File: src/fcm_pkg.sv
package fcm_pkg;

    // ------------------------------------------------------------
    // address map
    // ------------------------------------------------------------
    localparam logic [15:0] FCM_MODE_SEL_ADDR = 16'hff0f; // i/o space
    localparam logic [15:0] FCM_SEG_CTL_ADDR  = 16'h0000; // program space

    // ------------------------------------------------------------
    // segment control field layout
    // ------------------------------------------------------------
    localparam int FCM_SEG_EN_HI  = 15;
    localparam int FCM_SEG_EN_LO  = 8;
    localparam int FCM_RSVD_BIT   = 7;
    localparam int FCM_KEY_HI     = 6;
    localparam int FCM_KEY_LO     = 5;
    localparam int FCM_VER_HI     = 4;
    localparam int FCM_VER_LO     = 3;
    localparam int FCM_WE_HI      = 2;
    localparam int FCM_WE_LO      = 1;
    localparam int FCM_EXE_BIT    = 0;

    // writable bits of the segment control word (bit 7 reserved)
    localparam logic [15:0] FCM_SEG_CTL_MASK  = 16'hff7f;
    localparam logic [15:0] FCM_SEG_CTL_RESET = 16'h0000;
    // value returned on a mode-select read (content undefined)
    localparam logic [15:0] FCM_MODE_RD_VAL   = 16'h0000;

    // ------------------------------------------------------------
    // types
    // ------------------------------------------------------------
    // flash access mode, gray coded
    typedef enum logic [0:0] {
        FCM_ARRAY_MODE = 1'b0,
        FCM_REG_MODE   = 1'b1
    } fcm_mode_t;

    // one processor bus access
    typedef struct packed {
        logic        io_rd;   // i/o space read strobe
        logic        io_wr;   // i/o space write strobe
        logic        pm_rd;   // program space read strobe
        logic        pm_wr;   // program space write strobe
        logic [15:0] addr;    // address
        logic [15:0] wdata;   // write data
    } fcm_req_t;

    // segment control fields
    typedef struct packed {
        logic [7:0] seg_en;
        logic [1:0] key;
        logic [1:0] verify;
        logic [1:0] wr_erase;
        logic       execute;
    } fcm_seg_t;

endpackage : fcm_pkg

File: src/fcm_seg_reg.sv
`timescale 1ns/10ps
// ----------------------------------------------------------------
// segment control register storage, one flop per bit, masked bits never load
// ----------------------------------------------------------------
module fcm_seg_reg #(
    parameter int W = 16
) (
    // clock and reset
    input  wire logic         i_ref_clk,
    input  wire logic         i_nrst,
    // write port
    input  wire logic         i_we,
    input  wire logic [W-1:0] i_wdata,
    input  wire logic [W-1:0] i_mask,
    // stored value
    output logic      [W-1:0] o_q
);

    logic [W-1:0] q_ff;  // stored bits

    // ------------------------------------------------------------
    // per-bit storage
    // ------------------------------------------------------------
    for (genvar b = 0; b < W; b++) begin : g_bit
        // writable bits load on write, reserved bits stay zero
        always_ff @(posedge i_ref_clk or negedge i_nrst) begin
            if (!i_nrst) begin
                q_ff[b] <= 1'b0;
            end else if (i_we && i_mask[b]) begin
                q_ff[b] <= i_wdata[b];
            end
        end
    end

    assign o_q = q_ff;

endmodule : fcm_seg_reg

File: src/fcm_flash_mode_ctl.sv
`timescale 1ns/10ps
// Behaviour
// - any i/o write to mode select enters register mode
// - i/o read of mode select with no write beside it enters array mode
// - segment control visible only in register mode
// - segment control decoded at program address zero
// - upper byte segment enables, bit 7 reserved
// - key, verify, write/erase, execute in low bits
// - defined fields read/write, reset to zero
// - mode select has no stored content
module fcm_flash_mode_ctl (
    // clock and reset
    input  wire logic              i_ref_clk,
    input  wire logic              i_nrst,
    // processor access
    input  wire fcm_pkg::fcm_req_t i_req,
    // flash array read data for program space
    input  wire logic [15:0]       i_array_rdata,
    // read data back to processor
    output logic      [15:0]       o_rdata,
    // mode and segment control to the flash core
    output logic                   o_reg_mode,
    output fcm_pkg::fcm_seg_t      o_seg
);

    // ------------------------------------------------------------
    // reset release
    // ------------------------------------------------------------
    logic [1:0] rst_sync_ff;  // reset release pipeline
    logic       rst_n;        // synchronised reset

    // two flops release reset cleanly
    always_ff @(posedge i_ref_clk or negedge i_nrst) begin
        if (!i_nrst) begin
            rst_sync_ff <= 2'b00;
        end else begin
            rst_sync_ff <= {rst_sync_ff[0], 1'b1};
        end
    end

    assign rst_n = rst_sync_ff[1];

    // ------------------------------------------------------------
    // decode
    // ------------------------------------------------------------
    fcm_pkg::fcm_mode_t mode_ff;      // current access mode
    fcm_pkg::fcm_mode_t nxt_mode;     // next access mode
    logic               mode_hit;     // address is mode select
    logic               seg_hit;      // address is segment control
    logic               seg_vis;      // segment control visible
    logic               seg_we;       // segment control write
    logic [15:0]        seg_q;        // stored segment control
    logic [15:0]        nxt_rdata;    // read data next value
    logic [15:0]        rdata_ff;     // registered read data

    assign mode_hit = (i_req.addr == fcm_pkg::FCM_MODE_SEL_ADDR);
    assign seg_hit  = (i_req.addr == fcm_pkg::FCM_SEG_CTL_ADDR);
    assign seg_vis  = seg_hit && (mode_ff == fcm_pkg::FCM_REG_MODE);
    assign seg_we   = i_req.pm_wr && seg_vis;

    // mode transitions: write selects register, read selects array
    assign nxt_mode =
        (i_req.io_wr && mode_hit) ? fcm_pkg::FCM_REG_MODE :
        (i_req.io_rd && mode_hit) ? fcm_pkg::FCM_ARRAY_MODE :
        mode_ff;

    // ------------------------------------------------------------
    // mode register
    // ------------------------------------------------------------
    // reset to array mode so the flash fetches code
    always_ff @(posedge i_ref_clk or negedge rst_n) begin
        if (!rst_n) begin
            mode_ff <= fcm_pkg::FCM_ARRAY_MODE;
        end else begin
            mode_ff <= nxt_mode;
        end
    end

    // ------------------------------------------------------------
    // segment control storage
    // ------------------------------------------------------------
    fcm_seg_reg #(
        .W (16)
    ) u_seg (
        .i_ref_clk (i_ref_clk),
        .i_nrst    (rst_n),
        .i_we      (seg_we),
        .i_wdata   (i_req.wdata),
        .i_mask    (fcm_pkg::FCM_SEG_CTL_MASK),
        .o_q       (seg_q)
    );

    // ------------------------------------------------------------
    // read path
    // ------------------------------------------------------------
    // mode select has no content: fixed value returned
    assign nxt_rdata =
        (i_req.io_rd && mode_hit) ? fcm_pkg::FCM_MODE_RD_VAL :
        (i_req.pm_rd && seg_vis)  ? seg_q :
        i_req.pm_rd               ? i_array_rdata :
        rdata_ff;

    // read data held until the next program read or mode select read
    always_ff @(posedge i_ref_clk or negedge rst_n) begin
        if (!rst_n) begin
            rdata_ff <= 16'h0000;
        end else begin
            rdata_ff <= nxt_rdata;
        end
    end

    // ------------------------------------------------------------
    // outputs
    // ------------------------------------------------------------
    assign o_rdata           = rdata_ff;
    assign o_reg_mode        = (mode_ff == fcm_pkg::FCM_REG_MODE);
    // field split of the stored word
    assign o_seg.seg_en      = seg_q[fcm_pkg::FCM_SEG_EN_HI:
                                     fcm_pkg::FCM_SEG_EN_LO];
    assign o_seg.key         = seg_q[fcm_pkg::FCM_KEY_HI:
                                     fcm_pkg::FCM_KEY_LO];
    assign o_seg.verify      = seg_q[fcm_pkg::FCM_VER_HI:
                                     fcm_pkg::FCM_VER_LO];
    assign o_seg.wr_erase    = seg_q[fcm_pkg::FCM_WE_HI:
                                     fcm_pkg::FCM_WE_LO];
    assign o_seg.execute     = seg_q[fcm_pkg::FCM_EXE_BIT];

    // ------------------------------------------------------------
    // checks
    // ------------------------------------------------------------
    // mode select write enters register mode, also with a read beside it
    mode_write_a: assert property (
        @(posedge i_ref_clk) disable iff (!rst_n)
        (i_req.io_wr && mode_hit) |=> o_reg_mode)
        else $error("mode select write did not enter register mode");

    // mode only moves on a mode select access
    mode_hold_a: assert property (
        @(posedge i_ref_clk) disable iff (!rst_n)
        !(mode_hit && (i_req.io_wr || i_req.io_rd)) |=> $stable(o_reg_mode))
        else $error("mode changed without a mode select access");

    // plain mode select read returns to array mode
    mode_read_a: assert property (
        @(posedge i_ref_clk) disable iff (!rst_n)
        (i_req.io_rd && mode_hit && !i_req.io_wr) |=> !o_reg_mode)
        else $error("mode select read did not enter array mode");

    // writes in array mode must not reach the hidden register
    hidden_write_a: assert property (
        @(posedge i_ref_clk) disable iff (!rst_n)
        (i_req.pm_wr && seg_hit && !o_reg_mode) |=> $stable(seg_q))
        else $error("segment control changed in array mode");

    // reads at address zero in register mode return the stored word
    seg_visible_a: assert property (
        @(posedge i_ref_clk) disable iff (!rst_n)
        (i_req.pm_rd && seg_vis) |=> o_rdata == $past(seg_q))
        else $error("register mode read did not return segment control");

    // write then read back at address zero
    seg_readback_a: assert property (
        @(posedge i_ref_clk) disable iff (!rst_n)
        (i_req.pm_wr && seg_hit && o_reg_mode) ##1
        (i_req.pm_rd && seg_hit && o_reg_mode && !i_req.pm_wr) |=>
        o_rdata == ($past(i_req.wdata, 2) & fcm_pkg::FCM_SEG_CTL_MASK))
        else $error("segment control read back wrong");

    // writes to any other program address leave the register alone
    other_addr_a: assert property (
        @(posedge i_ref_clk) disable iff (!rst_n)
        (i_req.pm_wr && !seg_hit) |=> $stable(seg_q))
        else $error("write elsewhere changed segment control");

    reserved_zero_a: assert property (
        @(posedge i_ref_clk) disable iff (!rst_n)
        seg_q[fcm_pkg::FCM_RSVD_BIT] == 1'b0)
        else $error("reserved bit 7 set");

    // field checks: every defined field lands where it belongs
    seg_en_field_a: assert property (
        @(posedge i_ref_clk) disable iff (!rst_n)
        seg_we |=> o_seg.seg_en ==
            $past(i_req.wdata[fcm_pkg::FCM_SEG_EN_HI:fcm_pkg::FCM_SEG_EN_LO]))
        else $error("segment enable field not stored");

    key_field_a: assert property (
        @(posedge i_ref_clk) disable iff (!rst_n)
        seg_we |=> o_seg.key ==
            $past(i_req.wdata[fcm_pkg::FCM_KEY_HI:fcm_pkg::FCM_KEY_LO]))
        else $error("key field not stored");

    verify_field_a: assert property (
        @(posedge i_ref_clk) disable iff (!rst_n)
        seg_we |=> o_seg.verify ==
            $past(i_req.wdata[fcm_pkg::FCM_VER_HI:fcm_pkg::FCM_VER_LO]))
        else $error("verify field not stored");

    wr_erase_field_a: assert property (
        @(posedge i_ref_clk) disable iff (!rst_n)
        seg_we |=> o_seg.wr_erase ==
            $past(i_req.wdata[fcm_pkg::FCM_WE_HI:fcm_pkg::FCM_WE_LO]))
        else $error("write/erase field not stored");

    exe_field_a: assert property (
        @(posedge i_ref_clk) disable iff (!rst_n)
        seg_we |=> o_seg.execute == $past(i_req.wdata[fcm_pkg::FCM_EXE_BIT]))
        else $error("execute bit not stored");

    // while reset holds, fields are clear and the flash is in array mode
    reset_clear_a: assert property (@(posedge i_ref_clk)
        !rst_n |-> (seg_q == fcm_pkg::FCM_SEG_CTL_RESET) && !o_reg_mode)
        else $error("reset left segment control or mode set");

    mode_rdval_a: assert property (
        @(posedge i_ref_clk) disable iff (!rst_n)
        (i_req.io_rd && mode_hit) |=> o_rdata == fcm_pkg::FCM_MODE_RD_VAL)
        else $error("mode select read value wrong");

    // array mode reads at address zero come from the flash array
    array_read_a: assert property (
        @(posedge i_ref_clk) disable iff (!rst_n)
        (i_req.pm_rd && seg_hit && !o_reg_mode && !i_req.io_rd) |=>
        o_rdata == $past(i_array_rdata))
        else $error("array mode read did not return array data");

endmodule : fcm_flash_mode_ctl

File: config.mk
export PLATFORM = sky130hd
export DESIGN_NAME = fcm_flash_mode_ctl
export DESIGN_NICKNAME = d
export VERILOG_FILES = /design/src/fcm_pkg.sv /design/src/fcm_seg_reg.sv /design/src/fcm_flash_mode_ctl.sv
export SDC_FILE = /design/constraint.sdc
export NUM_CORES = 1
export LEC_CHECK = 0
export BUFFER_PORTS_ARGS = -buffer_cell sky130_fd_sc_hd__buf_2
export CORE_UTILIZATION = 44
export DETAILED_ROUTE_END_ITERATION = 12
export HOLD_SLACK_MARGIN = 0.12
export PLACE_DENSITY = 0.79
export SYNTH_ARGS = -nofsm -noshare
export SYNTH_HDL_FRONTEND = slang
export SYNTH_SLANG_ARGS = --single-unit
File: constraint.sdc
create_clock -name i_ref_clk -period 1.21 [get_ports i_ref_clk]
set_input_delay 0.242 -clock i_ref_clk [delete_from_list [all_inputs] [get_ports i_ref_clk]]
set_output_delay 0.242 -clock i_ref_clk [all_outputs]
set_load 0.005 [all_outputs]
# Yosys cells after proc, flatten, opt, wreduce, memory -nomap -nowiden
# Cells that the tools add are included.
# classes
eq_ne	1
n_div	0
n_mux	5
magnitude_cmp	0
n_reduce_logical	8
n_addsub	0
shift	0
multipliers	0
bitwise	0
# ops
operator	count
2-to-1 mux 16 bit	3
== test 16 bit (second input constant)	1
zero test 16 bit	1
logical AND 1 bit	5
nonzero test 3 bit	1
2-to-1 mux 1 bit	2
nonzero test 2 bit	1
# word_totals
latchBits	0
wordCells	32
regBits	34
rom_bits	0
ram_bits	0
input_bits	54
out_inout_bits	32
mem_count	0

# Longest topological paths before layout
# Gate-level depths: netlist of the first run.
# logic_depth
ltp_word	5
mapped_depth	5
ltp_nobuf	4

# Hierarchy
# From an unflattened synthesis of the first run, not the netlist that was laid out.
# hier_totals
cells_unflattened	145
area_unflattened_um2	1680.4
# modules_own_cells
mod	seq_area_each_um2	area_per_inst_um2	instances	cells_each
fcm_flash_mode_ctl	475.5	979.7	1	95
fcm_seg_reg	400.4	700.7	1	50

# Worst setup path after synthesis of the first run
# Ideal clock, no wire load.
# synth_path
path_kind	input-to-reg
start	input port i_req[21] (netlist bit)
end	register rdata_ff[0], in the netlist o_rdata[0]
setup_time_ps	123
required_ps	1087
cell_stages	5
path_buffers	1
t_arrival_ps	1505
slack_ps	-418
cell_sequence	or4_4 > nor4_4 > buf_6 > a21oi_1 > o221a_2
# synth_between
elab_chain_cells	5
elab_cells_between_ends	8
classes_between	eq/ne: 1; mux: 2; reduce/logical: 5
# synth_lines
item	line	source
from (decl)	fcm_flash_mode_ctl.sv:16	input wire fcm_pkg::fcm_req_t i_req,
zero test 16 bit	fcm_flash_mode_ctl.sv:57	assign seg_hit = (i_req.addr == fcm_pkg::FCM_SEG_CTL_ADDR);
logical AND 1 bit	fcm_flash_mode_ctl.sv:58	assign seg_vis = seg_hit && (mode_ff == fcm_pkg::FCM_REG_MODE);
logical AND 1 bit	fcm_flash_mode_ctl.sv:99	(i_req.pm_rd && seg_vis) ? seg_q :
2-to-1 mux 16 bit	fcm_flash_mode_ctl.sv:99	
2-to-1 mux 16 bit	fcm_flash_mode_ctl.sv:98	(i_req.io_rd && mode_hit) ? fcm_pkg::FCM_MODE_RD_VAL :
to (signal assigned)	fcm_flash_mode_ctl.sv:108	rdata_ff <= nxt_rdata;
to (decl)	fcm_flash_mode_ctl.sv:54	logic [15:0] rdata_ff;
# Parallel ways exist; a longest one is shown, timed or not.
# A chain may end at the register's enable or synchronous reset.

# Worst setup path in the final report of the first run
# layout_path
start	register mode_ff, in the netlist o_reg_mode
end	register rdata_ff[15], in the netlist o_rdata[15]
# layout_between
elab_chain_cells	4
elab_cells_between_ends	5
classes_between	mux: 2; reduce/logical: 3
# layout_lines
item	line	source
from (decl)	fcm_flash_mode_ctl.sv:46	fcm_pkg::fcm_mode_t mode_ff;
from (signal assigned)	fcm_flash_mode_ctl.sv:73	mode_ff <= fcm_pkg::FCM_ARRAY_MODE;
from (signal assigned)	fcm_flash_mode_ctl.sv:75	mode_ff <= nxt_mode;
logical AND 1 bit *	fcm_flash_mode_ctl.sv:58	
logical AND 1 bit *	fcm_flash_mode_ctl.sv:99	
2-to-1 mux 16 bit	fcm_flash_mode_ctl.sv:99	
2-to-1 mux 16 bit	fcm_flash_mode_ctl.sv:98	
# Every way passes the cells marked *; elsewhere a longest branch is shown, timed or not.

==> results of run 1 <==
==> synthesized netlist by cell type (2+ instances only) <==
library cell	instances	area share [%]
nand4_1	3	1.2
nor2_1	15	3.6
nand3_1	2	0.64
clkbuf_1	2	0.48
a21oi_1	15	4.8
buf_6	4	2.9
mux2_2	15	11
o21ai_0	2	0.64
dfrtp_1	34	54
nor4_1	2	0.80
o221a_2	13	9.3
==> power breakdown <==
group | leakage [uW] | switching (uW) | internal (uW)
sequential | 0.000421 | 25.4 | 1190
combinational | 0.000770 | 173 | 237
clock | 0.0000585 | 390 | 700
total | 0.00125 | 588 | 2120
==> area by class of cell <==
cell class	count	area, sq um
inverters	1	3.75
clock inverters	2	60.1
flip-flops and latches	34	851
repair buffers	114	709
well taps	46	57.6
multi-input cells	84	830
fillers	229	827
clock buffers	6	51.3
==> path summary, 6_finish.rpt <==
check                      cells past startpoint            from              to
setup / recovery                               5      o_reg_mode     o_rdata[15]
hold / removal                                 2        i_req[1]    u_seg.o_q[1]
setup reg to reg                               5      o_reg_mode     o_rdata[15]
hold reg to reg                                1  rst_sync_ff[1]   u_seg.o_q[12]
max in group asynchronous                      1  rst_sync_ff[1]      o_rdata[6]
min in group asynchronous                      2          i_nrst  rst_sync_ff[1]
==> logic make-up (layout without fill, tap and decap cells) <==
kind of cell,after synthesis,count (layout),synth area share (%)
AND/OR/NAND/NOR,33,34,13.3
flip-flops,34,34,54.1
multiplexers,15,15,10.7
other,1,1,0.239
AO/OA/AOI/OAI,34,34,17.5
buffers and inverters,8,123,4.06
==> layer usage <==
layer,GRT usage (%),share of wire (%)
met1,31.5,41
met3,7.66,3.9
met2,41.5,53
met5,0,0
met4,8.25,1.5
==> registers in the layout, indices dropped and copies added, names as in the netlist <==
signal / cells
u_seg.o_q: 15
rst_sync_ff: 2
o_reg_mode: 1
o_rdata: 16
==> what timing repair did <==
action                                  in CTS  in global routing
endpoints found under the setup margin      31                 34
pin swaps                                    2                  4
buffers inserted                             1                  4
hold buffers                                 9                  7
gates resized for setup                     20                  4
endpoints found under the hold margin       10                  7
gates cloned                                 1                  0
==> placed cells by master, fill, tap and decap left out, types with 2 or more instances in the layout <==
master,count
a21oi_1,14
buf_2,84
buf_4,10
buf_6,3
bufinv_16,2
clkbuf_4,5
dfrtp_1,34
dlygate4sd3_1,16
mux2_2,15
nand3_4,3
nand4_1,3
nor2_1,15
nor4_1,2
o221a_4,13
==> critical path, cell delays in order, from the launching register on <==
cell and delay, ns:
dfrtp_1 0.37, nor4b_4 0.25, and3_4 0.30, nand3_4 0.10
buf_6 0.16, o221a_4 0.26
==> metrics by stage <==
stage / cells / hold slack [ns] / TNS (ns) / area (sq um) / setup WS [ns]
3_5_place_dp: 257 / 0.0291 / -17.16 / 2080 / -0.573
6_report: 287 / 0.140 / -8.54 / 2560 / -0.325
4_1_cts: 276 / 0.123 / -7.81 / 2440 / -0.283
5_1_grt: 287 / 0.121 / -10.44 / 2560 / -0.382
2_1_floorplan: 125 / -0.0536 / -11.09 / 1580 / -0.404
3_3_place_gp: 257 / 0.0279 / -15.94 / 2080 / -0.521
==> run summary, run 1 <==
Status = complete, but fails checks
Failing checks = negative setup slack
DR vias = 1465
Skew final = 0.0109 ns
Pins Over Slew Limit = 0
Cell Area, Synth = 1570 sq um
RSZ-0062 raised after global routing = true
Fmax = 0.651 GHz
GPL Wtd Cong = 0.745
Share of flip-flops with an asynchronous set or reset = 100%
Mean routed wirelength per cell = 15.3 um
Vias in the first global route = 1378
Syn nets = 179
Share of cells above drive strength 1 = 61.4%
Worst skew pair latency = 0.34 ns
Leak = 0.00125 uW
Die W = 61.8 um
YS warnings = 0
Clock Sinks = 34
Crit Path Max Fanout = 7
Final wirelength = 4400 um
H-tree depth = 2
DRT antenna net count = 0
Core Rows = 21
Initial antenna violation count = 0
Antenna cells = 0
Largest net degree at the start of global routing = 33
Final Hold Fails = 0
Die height = 61.8 um
Final setup viols = 32
HPWL Detailed = 2750 um
Pwr dens = 1060 nW/um^2
CP Class = reg2reg
Vias/cell = 5.10
Area delta synth->final = 63.1%
Global Route Usage Sum = 25.1%
Maximum clock path buffer count = 2
Initial core utilization = 46.4%
I/O pin count = 86
IO Port Bufs = 84
Worst hold path type = in2reg
Clock buffers created by TritonCTS = 5
Layout net count = 294
Worst setup SP type = register
CORE AREA = 3390 sq um
CP endpoint kind = register
Rel. slew slack = 65.8%
Fin crit share = 127%
Critical path data required time = 1.44 ns
Post-synthesis sequential area ratio = 54.1%
Worst vdd ir = 0.00105 V
Seq cells post-synth = 34
Distinct cell type count after synthesis = 29
Max cap viols = 0
EDFF count, synth = 0
Remaining routing DRC violations = 0
Clk pin slew, worst setup/hold paths = 0.10 ns
Die ar. = 3810 sq um
Tot Pwr = 2710 uW
Fin worst setup slack = -0.325 ns
Reg2Reg Setup Slack = -0.33 ns
Final core occ = 75.6%
CP arrival = 1.76 ns
Min cycle time layout = 1.54 ns
Starting DRC count in detailed routing = 80
Root Buffer = clkbuf_4
Initial DRT Pass Iterations = 4
CTS tree = done
GR Overflow Total = 0
Main synth FF type = dfrtp_1
Mapped Cells = 125
Global-route wire length before repair = 6640 um
Synthesized area per cell = 12.6 sq um
Least-Margin Pin Slew = 0.508 ns
No activity file was read; power rests on OpenSTA's default activity.
==> inputs of run 2 (changes only) <==
CTS_CLUSTER_SIZE = 40   (was not set)
clock period = 1.7 ns   (was 1.21 ns; I/O delays follow)
==> run 2 against run 1 <==
- cell count shrank 7.3%
- clock-buffer cell count is the same
- critical path type unchanged
- the run now ends clean
- flip-flop and latch count is the same
- highest routed layer unchanged
- register-to-register slack gained 0.40 ns
- via count shrank 3.8%
- non-clock buffer count shrank 19
- power shrank 37%
- clock power shrank 44%
- sequential power shrank 29%
==> run summary, run 2 (synthesized netlist as in run 1, its figures left out) <==
Final wirelength = 3870 um (-12%)
CP cell instances = nor4b_2, and3_1, nand3_4, mux2_2
CP Launch Point = o_reg_mode
Most frequent cells in the layout = 84 x buf_2, 34 x dfrtp_1, 15 x nor2_1, 15 x a21oi_1, 15 x mux2_2
Worst vdd ir = 0.000535 V (-49%)
Global-route wire length before repair = 6000 um (-9.6%)
Gate power share = 13.0% (-2.1 points)
Most common cell after layout, fill and taps aside = buf_2
Initial DRT Pass Iterations = 5 (+1)
HPWL Detailed = 2930 um (+6.4%)
Antenna cells = 0 (unchanged)
Tot Pwr = 1700 uW (-37%)
P_sw = 390 uW (-34%)
CP endpoint kind = register
CORE AREA = 3390 sq um (unchanged)
Fin crit share = 95.7% (-31 points)
Clock buffers created by TritonCTS = 5 (unchanged)
Die height = 61.8 um (unchanged)
Critical path data required time = 1.93 ns (+0.49 ns)
CP arrival = 1.86 ns (+0.10 ns)
I/O pin count = 86 (unchanged)
Maximum clock path buffer count = 2 (unchanged)
Root Buffer = clkbuf_4
Crit-path max cell delay = 0.38 ns (about the same)
Die ar. = 3810 sq um (unchanged)
Max FFs per register = 16 (unchanged)
Min cycle time layout = 1.63 ns (+0.0916 ns)
IO Port Bufs = 84 (unchanged)
Post-route cell area = 2170 sq um (-15%)
Crit Path Max Fanout = 15 (+8)
Crit-path slowest cell = dfrtp_1
Worst setup SP type = register
Layout net count = 274 (-6.8%)
Fillers = 281 (+23%)
CTS tree = done
GR Overflow Total = 0 (unchanged)
Placed insts = 258 (+0.39%)
Initial antenna violation count = 0 (unchanged)
H-tree depth = 2 (unchanged)
Clk pin slew, worst setup/hold paths = 0.10 ns (about the same)
Largest net degree at the start of global routing = 33 (unchanged)
Remaining routing DRC violations = 0 (unchanged)
Skew final = 0.00878 ns (-0.00207 ns)
Seq pwr share = 50.8% (+6.1 points)
CP Class = reg2reg
Sw Ratio = 22.9% (+1.3 points)
Area occupied by multi-input gates = 663 sq um (-20%)
Cell Int Power = 1310 uW (-38%)
DP Area = 2080 sq um (about the same)
Initial core utilization = 46.4% (unchanged)
Pins Over Slew Limit = 0 (unchanged)
Leak = 0.00111 uW (-11%)
Final setup viols = 0 (-100%)
Mean routed wirelength per cell = 14.5 um (-5.2%)
Hold path startpoint = i_req[34]
Vias/cell = 5.30 (+3.8%)
GPL Wtd Cong = 0.762 (+2.4%)
Final Hold Fails = 0 (unchanged)
Worst skew pair latency = 0.34 ns (about the same)
Worst hold path type = in2reg
Starting DRC count in detailed routing = 54 (-33%)
Die W = 61.8 um (unchanged)
Area delta synth->final = 38.4%
Share of cells above drive strength 1 = 62.3% (+0.86 points)
Worst r2r src = o_reg_mode
Max cap viols = 0 (unchanged)
Worst Path Buf+Inv = 0 (-1)
Status = complete, no violations
Core Rows = 21 (unchanged)
Clock Sinks = 34 (unchanged)
Crit path max-delay family = simple AND/OR/NAND/NOR gates
DRT antenna net count = 0 (unchanged)
Vias in the first global route = 1325 (-3.8%)
Final hold slack = 0.211 ns (+0.0706 ns)
Global Route Usage Sum = 22.4% (-2.6 points)
RSZ-0062 raised after global routing = false
Final core occ = 64.2% (-11 points)
Clock share of power = 36.2% (-4.0 points)
Fmax = 0.615 GHz (-5.6%)
Register area = 851 sq um (unchanged)
Finished Layout Cells = 266 (-7.3%)
Pwr dens = 781 nW/um^2 (-26%)
DR vias = 1410 (-3.8%)
==> run 2: cell types whose count changed in the layout (fill, tap and decap cells not counted), sizes merged <==
| cell | change |
|---|---|
| nand3 | -1 |
| dlygate4sd3 | -15 |
| bufinv | -1 |
| buf | -4 |
==> run 2: path summary, 6_finish.rpt <==
check                      slack [ns]      endpoint  cells after the start
max                              0.07  u_seg.o_q[9]                      4
min                              0.21    o_reg_mode                      3
max reg2reg                      0.07  u_seg.o_q[9]                      4
min reg2reg                      0.26  u_seg.o_q[9]                      1
max in group asynchronous        1.14    o_reg_mode                      1
min in group asynchronous        0.26  u_seg.o_q[9]                      1
==> run 2: cell type report <==
type,count,share of cell area [%]
Clock buffer,6,2.36
Clock inverter,1,1.38
Inverter,1,0.173
Multi-Input combinational cell,83,30.5
Sequential cell,34,39.1
Tap cell,46,2.65
Timing Repair Buffer,95,23.8
==> run 2: layer usage <==
| metal | vias up | share of wire [%] | global-route usage [%] |
|---|---|---|---|
| li1 | 662 | - | - |
| met1 | 693 | 39 | 25.4 |
| met2 | 44 | 53 | 38.2 |
| met3 | 11 | 5.3 | 7.45 |
| met4 | 0 | 2.2 | 10.5 |
| met5 | - | 0 | 0 |
==> run 2: worst register-to-register path, cell delays in order (launching register included) <==
cell and delay, ns:
dfrtp_1 0.38, nor4b_2 0.25, and3_1 0.31, nand3_4 0.24, mux2_2 0.35
==> run 2: power by group through the flow <==
stage	Combinational (uW)	Clock, uW	Sequential [uW]
3_3_place_gp	216	0	877
5_1_grt	250	675	868
6_report	221	614	863
2_1_floorplan	81.2	0	892
4_1_cts	224	632	863
3_5_place_dp	221	0	879
==> run 2: repair_timing <==
action                                 CTS  global route
pin swaps                                0             1
endpoints found under the hold margin    2             0
buffers inserted                         0             0
hold buffers                             1             0
setup endpoints to repair               28             1
resized for setup                        1             0
==> run 2: through the flow <==
| step | TNS (ns) | setup slack [ns] |
|---|---|---|
| after floorplan | -0.113 | -0.0120 |
| after global placement | -4.58 | -0.172 |
| after detailed placement | -4.91 | -0.192 |
| after CTS | 0 | 0.0472 |
| after global routing | 0 | 0.00252 |
| final | 0 | 0.0731 |
